$ cat config.mk
export PLATFORM = sky130hd
export DESIGN_NAME = autoneg_page_registers
export DESIGN_NICKNAME = d
export VERILOG_FILES = /design/src/hdl/autoneg_pkg.sv /design/src/hdl/mgmt_access_if.sv /design/src/hdl/mdio_frame_slave.sv /design/src/hdl/autoneg_page_registers.sv
export VERILOG_INCLUDE_DIRS = /design/src /design/src/hdl
export SDC_FILE = /design/constraint.sdc
export NUM_CORES = 1
export LEC_CHECK = 0
export BUFFER_PORTS_ARGS = -buffer_cell sky130_fd_sc_hd__buf_2
export CORE_MARGIN = 5
export CORE_UTILIZATION = 35
export DETAILED_ROUTE_END_ITERATION = 12
export SETUP_SLACK_MARGIN = 0.02
export SKIP_CTS_REPAIR_TIMING = 1
export SYNTH_ARGS = -nofsm -noshare
export SYNTH_HDL_FRONTEND = slang
export SYNTH_SLANG_ARGS = --single-unit
$ cat constraint.sdc
create_clock -name clock -period 5.3 [get_ports clock]
set_clock_uncertainty 0.1 [all_clocks]
set_input_delay 0.265 -clock clock [delete_from_list [all_inputs] [get_ports clock]]
set_output_delay 0.265 -clock clock [all_outputs]
set_load 0.02 [all_outputs]
$ cat src/hdl/autoneg_regs.svh
// register offsets, field positions and reset values of the auto-negotiation bank
`ifndef AUTONEG_REGS_SVH
`define AUTONEG_REGS_SVH
// ----------------------------------------
// register offsets
// ----------------------------------------
`define REG_CONTROL    5'h00
`define REG_ADVERT     5'h04
`define REG_PARTNER    5'h05
`define REG_EXPANSION  5'h06
`define REG_NP_TX      5'h07
`define REG_PARTNER_NP 5'h08
// ----------------------------------------
// field positions
// ----------------------------------------
`define CTRL_SPEED     13
`define CTRL_AN_EN     12
`define CTRL_RESTART   9
`define CTRL_DUPLEX    8
`define ADV_TX_FD      8
`define ADV_TX         7
`define ADV_10_FD      6
`define PAGE_NEXT      15
`define PAGE_TOGGLE    11
`define EXP_PD_FAULT   4
`define EXP_LP_NP      3
`define EXP_NP_ABLE    2
`define EXP_PAGE_RX    1
`define EXP_LP_AN      0
// ----------------------------------------
// masks and reset values
// ----------------------------------------
`define ADVERT_WMASK   16'hA5FF
`define NP_TX_WMASK    16'hB7FF
`define PARTNER_MASK   16'hEFFF
`define ADVERT_RESET   16'h0021
`define PARTNER_RESET  16'h0001
`define NP_TX_RESET    16'h2001
// ----------------------------------------
// management frame
// ----------------------------------------
`define MDIO_OP_READ   2'h2
`define MDIO_OP_WRITE  2'h1
`define MDIO_HEAD_LAST 5'h0B
`define MDIO_DATA_LAST 5'h11
`define MDIO_DATA_FIRST 5'h02
`endif

$ cat src/hdl/autoneg_pkg.sv
// shared types of the auto-negotiation register bank
package autoneg_pkg;
  typedef enum logic [3:0] {
    FRAME_IDLE  = 4'b0001,
    FRAME_HEAD  = 4'b0010,
    FRAME_READ  = 4'b0100,
    FRAME_WRITE = 4'b1000
  } frame_phase_type;
endpackage

$ cat src/hdl/mgmt_access_if.sv
// register access strobes between frame decoder and register bank
`timescale 1ns/1ps
interface mgmt_access_if;
  logic        rd_strobe;
  logic        wr_strobe;
  logic [4:0]  addr;
  logic [15:0] wr_data;
  logic [15:0] rd_data;
  modport frame (output rd_strobe, output wr_strobe, output addr, output wr_data, input rd_data);
  modport regs  (input rd_strobe, input wr_strobe, input addr, input wr_data, output rd_data);
endinterface // mgmt_access_if

$ cat src/hdl/mdio_frame_slave.sv
// serial management frame decoder: turns mdc/mdio frames into register strobes
`timescale 1ns/1ps
`include "autoneg_regs.svh"
module mdio_frame_slave #(
  parameter logic [4:0] PHY_ADDR = 5'h01
) (
  input  wire logic        clock,
  input  wire logic        srst,
  input  wire logic        mdc,
  input  wire logic        mdio_in,
  output logic             mdio_out,
  output logic             mdio_oe,
  mgmt_access_if.frame     io
);
  typedef struct packed {
    logic [2:0]                  mdc_sync;
    logic [2:0]                  io_sync;
    logic                        mdc_lvl;
    logic                        io_lvl;
    logic                        prev;
    logic                        mine;
    autoneg_pkg::frame_phase_type phase;
    logic [4:0]                  cnt;
    logic [15:0]                 sh;
    logic [4:0]                  addr;
    logic                        out;
    logic                        oe;
    logic                        rd;
    logic                        wr;
  } frame_state_type;

  frame_state_type q;
  frame_state_type next_q;
  logic            rise;
  logic            bit_in;

  // ----------------------------------------
  // frame sequencing
  // ----------------------------------------
  always_comb begin
    next_q = q;
    next_q.rd = 1'b0;
    next_q.wr = 1'b0;
    next_q.mdc_sync = {q.mdc_sync[1:0], mdc};
    next_q.io_sync = {q.io_sync[1:0], mdio_in};
    if (q.mdc_sync[1] == q.mdc_sync[2]) begin
      next_q.mdc_lvl = q.mdc_sync[2];
    end
    if (q.io_sync[1] == q.io_sync[2]) begin
      next_q.io_lvl = q.io_sync[2];
    end
    rise = next_q.mdc_lvl & ~q.mdc_lvl;
    // data taken one sample before the edge, clear of the master's hold time
    bit_in = q.io_lvl;
    unique case (q.phase)
      autoneg_pkg::FRAME_IDLE: begin
        if (rise) begin
          next_q.prev = bit_in;
          if (!q.prev && bit_in) begin
            next_q.phase = autoneg_pkg::FRAME_HEAD;
            next_q.cnt = 5'h00;
          end
        end
      end
      autoneg_pkg::FRAME_HEAD: begin
        if (rise) begin
          next_q.sh = {q.sh[14:0], bit_in};
          next_q.cnt = q.cnt + 5'h01;
          if (q.cnt == `MDIO_HEAD_LAST) begin
            next_q.cnt = 5'h00;
            next_q.addr = next_q.sh[4:0];
            next_q.mine = (next_q.sh[9:5] == PHY_ADDR);
            if (next_q.mine && next_q.sh[11:10] == `MDIO_OP_READ) begin
              next_q.rd = 1'b1;
              next_q.phase = autoneg_pkg::FRAME_READ;
            end else begin
              next_q.mine = next_q.mine && (next_q.sh[11:10] == `MDIO_OP_WRITE);
              next_q.phase = autoneg_pkg::FRAME_WRITE;
            end
          end
        end
      end
      autoneg_pkg::FRAME_READ: begin
        if (q.rd) begin
          next_q.sh = io.rd_data;
        end
        if (rise) begin
          next_q.cnt = q.cnt + 5'h01;
          if (q.cnt == 5'h00) begin
            next_q.oe = 1'b1;
            next_q.out = 1'b0;
          end else if (q.cnt == `MDIO_DATA_LAST) begin
            next_q.oe = 1'b0;
            next_q.prev = 1'b1;
            next_q.phase = autoneg_pkg::FRAME_IDLE;
          end else begin
            next_q.out = q.sh[15];
            next_q.sh = {q.sh[14:0], 1'b0};
          end
        end
      end
      autoneg_pkg::FRAME_WRITE: begin
        if (rise) begin
          next_q.cnt = q.cnt + 5'h01;
          if (q.cnt >= `MDIO_DATA_FIRST) begin
            next_q.sh = {q.sh[14:0], bit_in};
          end
          if (q.cnt == `MDIO_DATA_LAST) begin
            next_q.wr = q.mine;
            next_q.prev = 1'b1;
            next_q.phase = autoneg_pkg::FRAME_IDLE;
          end
        end
      end
    endcase
    if (srst) begin
      next_q.phase = autoneg_pkg::FRAME_IDLE;
      next_q.prev = 1'b1;
      next_q.mine = 1'b0;
      next_q.cnt = 5'h00;
      next_q.sh = 16'h0000;
      next_q.addr = 5'h00;
      next_q.out = 1'b0;
      next_q.oe = 1'b0;
      // no strobe may reach the bank while it is being reset
      next_q.rd = 1'b0;
      next_q.wr = 1'b0;
    end
  end

  always_ff @(posedge clock) begin
    q <= next_q;
  end

  assign mdio_out = q.out;
  assign mdio_oe = q.oe;
  assign io.rd_strobe = q.rd;
  assign io.wr_strobe = q.wr;
  assign io.addr = q.addr;
  assign io.wr_data = q.sh;
endmodule // mdio_frame_slave

$ cat src/hdl/autoneg_page_registers.sv
// auto-negotiation page register bank reached over serial management
// Contract
// advert bits 15,13,10 writable reset 0; bits 14,12:11 read zero
// advert bit 9 (T4) read-only, always zero
// advert bit 8 writable, resets to speed strap and duplex strap
// advert 7 from speed strap, 6 from duplex strap, 5 resets one
// advert selector 4:0 writable, resets to 00001
// partner ability read-only, reset 0001; bit 14 ack, bit 15 next page
// partner bit 13 shows received remote fault, read-only
// partner pause pair 11:10 read-only as received
// partner bits 9:5 mirror base page, selector resets 00001
// expansion bit 4 latches parallel detect fault; 15:5 read zero
// expansion bit 3 shows partner next-page capability
// expansion bit 2 read-only one, local next-page support
// expansion bit 1 latches on every received page, reset 0
// expansion bit 0 shows partner negotiation ability, reset 0
// next-page tx bit 15 writable reset 0; bit 14 reads zero
// next-page tx bit 13 writable, resets one, message page select
// next-page tx bit 12 writable, reset 0, will comply
// next-page tx bit 11 read-only, shows previous transmitted toggle
// next-page tx bits 10:0 writable message, reset 001
// partner next page read-only, reset 0, holds received page
// partner next-page bit 12 shows partner can act on it
// partner next-page bit 11 is inverse of previous transmitted toggle
// latched flags hold one until read
// negotiation enable overrides manual speed/duplex; restart self-clears
// read of latched flag returns it, then reloads current condition
// controller writes next page only after page received shows done
`timescale 1ns/1ps
`include "autoneg_regs.svh"
module autoneg_page_registers #(
  parameter int unsigned PHY_ADDR = 1
) (
  input  wire logic        clock,
  input  wire logic        srst,
  input  wire logic        mdc,
  input  wire logic        mdio_in,
  output logic             mdio_out,
  output logic             mdio_oe,
  input  wire logic        speed_strap_pin,
  input  wire logic        duplex_strap_pin,
  input  wire logic        negotiation_enable_strap,
  input  wire logic        page_rx_strobe,
  input  wire logic [15:0] page_rx_word,
  input  wire logic        page_rx_is_base,
  input  wire logic        partner_an_able,
  input  wire logic        parallel_fault_event,
  input  wire logic        tx_toggle_prev,
  input  wire logic        neg_speed_100,
  input  wire logic        neg_full_duplex,
  output logic [15:0]      advert_word,
  output logic [15:0]      next_page_word,
  output logic             next_page_written,
  output logic             an_enable,
  output logic             an_restart,
  output logic             link_speed_100,
  output logic             link_full_duplex
);
  // ----------------------------------------
  // parameter check
  // ----------------------------------------
  if (PHY_ADDR > 31) begin : g_bad_addr
    $error("PHY_ADDR must fit in five bits");
  end

  typedef struct packed {
    logic [2:0]  spd_sync;
    logic [2:0]  dup_sync;
    logic [2:0]  neg_sync;
    logic        spd;
    logic        dup;
    logic        neg;
    logic [15:0] advert;
    logic [15:0] partner;
    logic [15:0] np_tx;
    logic [15:0] partner_np;
    logic        pd_fault_lh;
    logic        page_rx_lh;
    logic        partner_an;
    logic        an_en;
    logic        restart;
    logic        man_speed;
    logic        man_duplex;
    logic        eff_speed;
    logic        eff_duplex;
    logic        np_written;
  } bank_state_type;

  bank_state_type q;
  bank_state_type next_q;
  logic           rd_expansion;
  logic [15:0]    expansion;

  mgmt_access_if access ();

  mdio_frame_slave #(
    .PHY_ADDR (PHY_ADDR[4:0])
  ) u_frame (
    .clock    (clock),
    .srst     (srst),
    .mdc      (mdc),
    .mdio_in  (mdio_in),
    .mdio_out (mdio_out),
    .mdio_oe  (mdio_oe),
    .io       (access.frame)
  );

  assign rd_expansion = access.rd_strobe && (access.addr == `REG_EXPANSION);

  // ----------------------------------------
  // register update
  // ----------------------------------------
  always_comb begin
    next_q = q;
    next_q.restart = 1'b0;
    next_q.np_written = 1'b0;
    // straps are pins: three stages, accepted once stages two and three agree
    next_q.spd_sync = {q.spd_sync[1:0], speed_strap_pin};
    next_q.dup_sync = {q.dup_sync[1:0], duplex_strap_pin};
    next_q.neg_sync = {q.neg_sync[1:0], negotiation_enable_strap};
    if (q.spd_sync[1] == q.spd_sync[2]) begin
      next_q.spd = q.spd_sync[2];
    end
    if (q.dup_sync[1] == q.dup_sync[2]) begin
      next_q.dup = q.dup_sync[2];
    end
    if (q.neg_sync[1] == q.neg_sync[2]) begin
      next_q.neg = q.neg_sync[2];
    end
    next_q.partner_an = partner_an_able;
    next_q.np_tx[`PAGE_TOGGLE] = tx_toggle_prev;
    // a read reloads the current event, so an event in the read cycle survives
    if (rd_expansion) begin
      next_q.page_rx_lh = page_rx_strobe;
      next_q.pd_fault_lh = parallel_fault_event;
    end else begin
      if (page_rx_strobe) begin
        next_q.page_rx_lh = 1'b1;
      end
      if (parallel_fault_event) begin
        next_q.pd_fault_lh = 1'b1;
      end
    end
    if (page_rx_strobe) begin
      if (page_rx_is_base) begin
        next_q.partner = page_rx_word & `PARTNER_MASK;
      end else begin
        next_q.partner_np = page_rx_word;
        next_q.partner_np[`PAGE_TOGGLE] = ~tx_toggle_prev;
      end
    end
    if (access.wr_strobe) begin
      unique case (access.addr)
        `REG_CONTROL: begin
          next_q.man_speed = access.wr_data[`CTRL_SPEED];
          next_q.an_en = access.wr_data[`CTRL_AN_EN];
          next_q.restart = access.wr_data[`CTRL_RESTART];
          next_q.man_duplex = access.wr_data[`CTRL_DUPLEX];
        end
        `REG_ADVERT: begin
          next_q.advert = (q.advert & ~`ADVERT_WMASK) | (access.wr_data & `ADVERT_WMASK);
        end
        `REG_NP_TX: begin
          next_q.np_tx = (next_q.np_tx & ~`NP_TX_WMASK) | (access.wr_data & `NP_TX_WMASK);
          next_q.np_written = 1'b1;
        end
        default: begin
        end
      endcase
    end
    // negotiation results win over manual selection while enabled
    next_q.eff_speed = q.an_en ? neg_speed_100 : q.man_speed;
    next_q.eff_duplex = q.an_en ? neg_full_duplex : q.man_duplex;
    if (srst) begin
      next_q.advert = `ADVERT_RESET;
      next_q.advert[`ADV_TX_FD] = next_q.spd & next_q.dup;
      next_q.advert[`ADV_TX] = next_q.spd;
      next_q.advert[`ADV_10_FD] = next_q.dup;
      next_q.partner = `PARTNER_RESET;
      next_q.np_tx = `NP_TX_RESET;
      next_q.partner_np = 16'h0000;
      next_q.pd_fault_lh = 1'b0;
      next_q.page_rx_lh = 1'b0;
      next_q.partner_an = 1'b0;
      next_q.an_en = next_q.neg;
      next_q.man_speed = next_q.spd;
      next_q.man_duplex = next_q.dup;
      next_q.restart = 1'b0;
      next_q.eff_speed = 1'b0;
      next_q.eff_duplex = 1'b0;
      next_q.np_written = 1'b0;
    end
  end

  always_ff @(posedge clock) begin
    q <= next_q;
  end

  // ----------------------------------------
  // read path
  // ----------------------------------------
  always_comb begin
    expansion = 16'h0000;
    expansion[`EXP_PD_FAULT] = q.pd_fault_lh;
    expansion[`EXP_LP_NP] = q.partner[`PAGE_NEXT];
    expansion[`EXP_NP_ABLE] = 1'b1;
    expansion[`EXP_PAGE_RX] = q.page_rx_lh;
    expansion[`EXP_LP_AN] = q.partner_an;
    access.rd_data = 16'h0000;
    unique case (access.addr)
      `REG_CONTROL: begin
        access.rd_data[`CTRL_SPEED] = q.man_speed;
        access.rd_data[`CTRL_AN_EN] = q.an_en;
        access.rd_data[`CTRL_DUPLEX] = q.man_duplex;
      end
      `REG_ADVERT: access.rd_data = q.advert;
      `REG_PARTNER: access.rd_data = q.partner;
      `REG_EXPANSION: access.rd_data = expansion;
      `REG_NP_TX: access.rd_data = q.np_tx;
      `REG_PARTNER_NP: access.rd_data = q.partner_np;
      default: access.rd_data = 16'h0000;
    endcase
  end

  assign advert_word = q.advert;
  assign next_page_word = q.np_tx;
  assign next_page_written = q.np_written;
  assign an_enable = q.an_en;
  assign an_restart = q.restart;
  assign link_speed_100 = q.eff_speed;
  assign link_full_duplex = q.eff_duplex;
endmodule // autoneg_page_registers

==> run metrics <==
Pleak=around 2.6 nW; Worst setup EP type=flop; power density over cell area=between 300 and 400 nW/um^2; Primary FF master, synth=dfxtp_1; Placed Area=approximately 6000 sq um; Placed Instances=roughly 890; post-synthesis adder-cell area fraction=1.54%; Rows=47; Met1 Routed Length=around 8000 um; RePlAce Congestion=0.879; Mapped Cells=a little under 700; commonest non-fill, non-tap cell in the layout=dfxtp_1; Avg WL per Cell=roughly 17 um; worst slack, placed=~2.4 ns; max-slew violations=0; Synth Area per Inst=between 8 and 9 sq um; vias in the first global route=between 4000 and 5000; FMAX=between 0.3 and 0.4 GHz; first-pass GRT wire length=approximately 26000 um; total track usage=16.5%; Fin Hold WS=-0.00953 ns; CP Max Fanout=20; post-synthesis compound-gate area fraction=approximately 18%; die area=19400 sq um; post-synth cell types=70; routed length on met3=1060 um; design area=~7000 sq um; final hold violations=6; layout cells sized above 1=approximately 16%; Setup Viol. Count Final=0; clock-pin slew on the worst setup and hold paths=0.06 ns; Max IR drop VDD=0.239 mV; drt first-iter violations=about 340; buffer and inverter count on the worst path=0; asr flop ratio synth=0%; area growth from synthesis to final layout=16.1%; DRT Pass-1 Iters=5; PortBufs=63; CP arrival=3.04 ns; min cycle time layout=around 2.9 ns; area leader, netlist=dfxtp_1; Root Driver=clkbuf_16; maxcap violations=0; antenna fix cells=0; commonest non-fill, non-tap cells in the layout=117 x dfxtp_1, 111 x nand2_1, 63 x buf_2, 60 x a21oi_1, 53 x nor2_1; mux contribution to synthesized area=under 10%; RSZ-0062 raised after global routing=false; CP delay by family, top=simple AND/OR/NAND/NOR gates; largest net degree at the start of global routing=94; Seq/Total Area, Yosys=43.6%; Nets=around 730; CTS Sinks=~120; slowest CP cell=dfxtp_1; run status=complete, but fails checks; #FFs+latches synth=~120; H-tree depth=4; grt total ovfl=0; Synth Warn #=0; failing checks=negative hold slack; TritonCTS Buffers=17; clk_lat worst skew=0.42 ns; DR top layer=met4; XOR/XNOR Fraction of Synth Area=less than 1%; Synth top area share=about two fifths; CTS max path bufs=2; drt via density=around 5.2; Worst Max-Slew Pin Slew=approximately 1.0 ns; DRC viols=0; largest family of logic cells by synthesized area=simple AND/OR/NAND/NOR gates; Post-synth EDFFs=7; Simple-Gate Fraction of Synth Area=a little under a quarter; post-route ant nets=0; Startpoint Class=flop; total wire length=approximately 16000 um; DP HPWL=between 10000 and 15000 um; WS Path Type=reg -> reg; Via Count=between 4000 and 5000; antenna violations before repair=0; Die Width=approximately 140 um; CP max stage delay=0.93 ns; IO Pins=69; CTS tree=done; setup_tns=0 ns; PnR worst setup slack=2.42 ns; met2 wire length=slightly below 7000 um; WP data required=around 5.5 ns; die height=approximately 140 um; final period utilization=between 50% and 60%; HP Class=in -> reg; Starting Density=about 35%; Core Area=approximately 17000 sq um; main area contributors after synthesis=dfxtp_1 40%, nand2_1 7.1%, a21oi_1 5.1%; Layout Cells excl Fill=a little over 900; CP Cell Sequence=and3b_1 -> and2_1 -> nand2_1 -> mux2i_1 -> nor2_1; max_slew headroom=32.0%; Post-Syn Area=between 5000 and 6000 sq um
## state kept, by name, indices dropped and copies added (netlist names)
name	flops
u_frame.io.wr_strobe	1
u_frame.next_q	4
link_full_duplex	1
u_frame.io.addr	5
an_restart	1
next_q	6
link_speed_100	1
an_enable	1
u_frame.io.rd_strobe	1
u_frame.io.wr_data	16
next_page_written	1
advert_word	12
u_frame.bit_in	1
q	38
u_frame.mdio_out	1
u_frame.mdio_oe	1
u_frame.q	14
next_page_word	15
expansion	4
## worst paths after layout
path | start | endpoint | slack [ns] | cells past startpoint
min reg2reg | u_frame.next_q[39] | u_frame.next_q[40] | 0.22 | 0
max reg2reg | u_frame.io.addr[1] | next_page_word[10] | 2.42 | 5
min | page_rx_word[0] | q[42] | -0.01 | 3
max | u_frame.io.addr[1] | next_page_word[10] | 2.42 | 5
## worst register-to-register path: stages (launching register included)
cell	delay, ns
dfxtp_1	0.93
and3b_1	0.32
and2_1	0.49
nand2_1	0.53
mux2i_1	0.30
nor2_1	0.06
## kinds of logic after synthesis
logic type / after synthesis
AOI/OAI and AO/OA: 149
xor gates and xnor gates: 2
adders and majority gates: 8
buffers and inverters: 86
DFF: 124
muxes: 30
other: 1
and+or+nand+nor: 273
## metal layers
metal	vias to the layer above	track usage (%)
li1	2410	-
met1	2275	24.4
met2	153	23.6
met3	15	3.70
met4	0	5.77
met5	-	0
## synth_stat cells, types with 10 or more instances
| library cell | instances |
|---|---|
| dfxtp_1 | 117 |
| nand2_1 | 111 |
| a21oi_1 | 60 |
| nor2_1 | 53 |
| buf_4 | 37 |
| nand3_1 | 35 |
| mux2i_1 | 28 |
| clkbuf_1 | 26 |
| buf_2 | 12 |
| o21ai_0 | 11 |
| a311oi_1 | 10 |
## metrics by stage
stage | power, W | util, %
after floorplan | 0.00116 | -
after global placement | 0.00120 | 36.5
final | 0.00236 | 41.1
after global routing | 0.00245 | 41.1
after detailed placement | 0.00120 | 36.5
after CTS | 0.00237 | 40.2
## layout make-up
type / count / area, sq um
clock buffer: 25 / 538
fill: 1644 / 9730
timing repair buffer: 81 / 490
tap: 220 / 275
multi-input combinational: 467 / 2830
inverter: 9 / 33.8
sequential: 124 / 2550
clock inverter: 7 / 73.8
## power breakdown
part           switching [W]  internal [W]  total [W]
Clock               0.000418      0.000752    0.00117
Combinational       0.000101     0.0000643   0.000165
Sequential         0.0000451      0.000979    0.00102
Total               0.000564       0.00180    0.00236
Power figures use the tool's default switching activity.
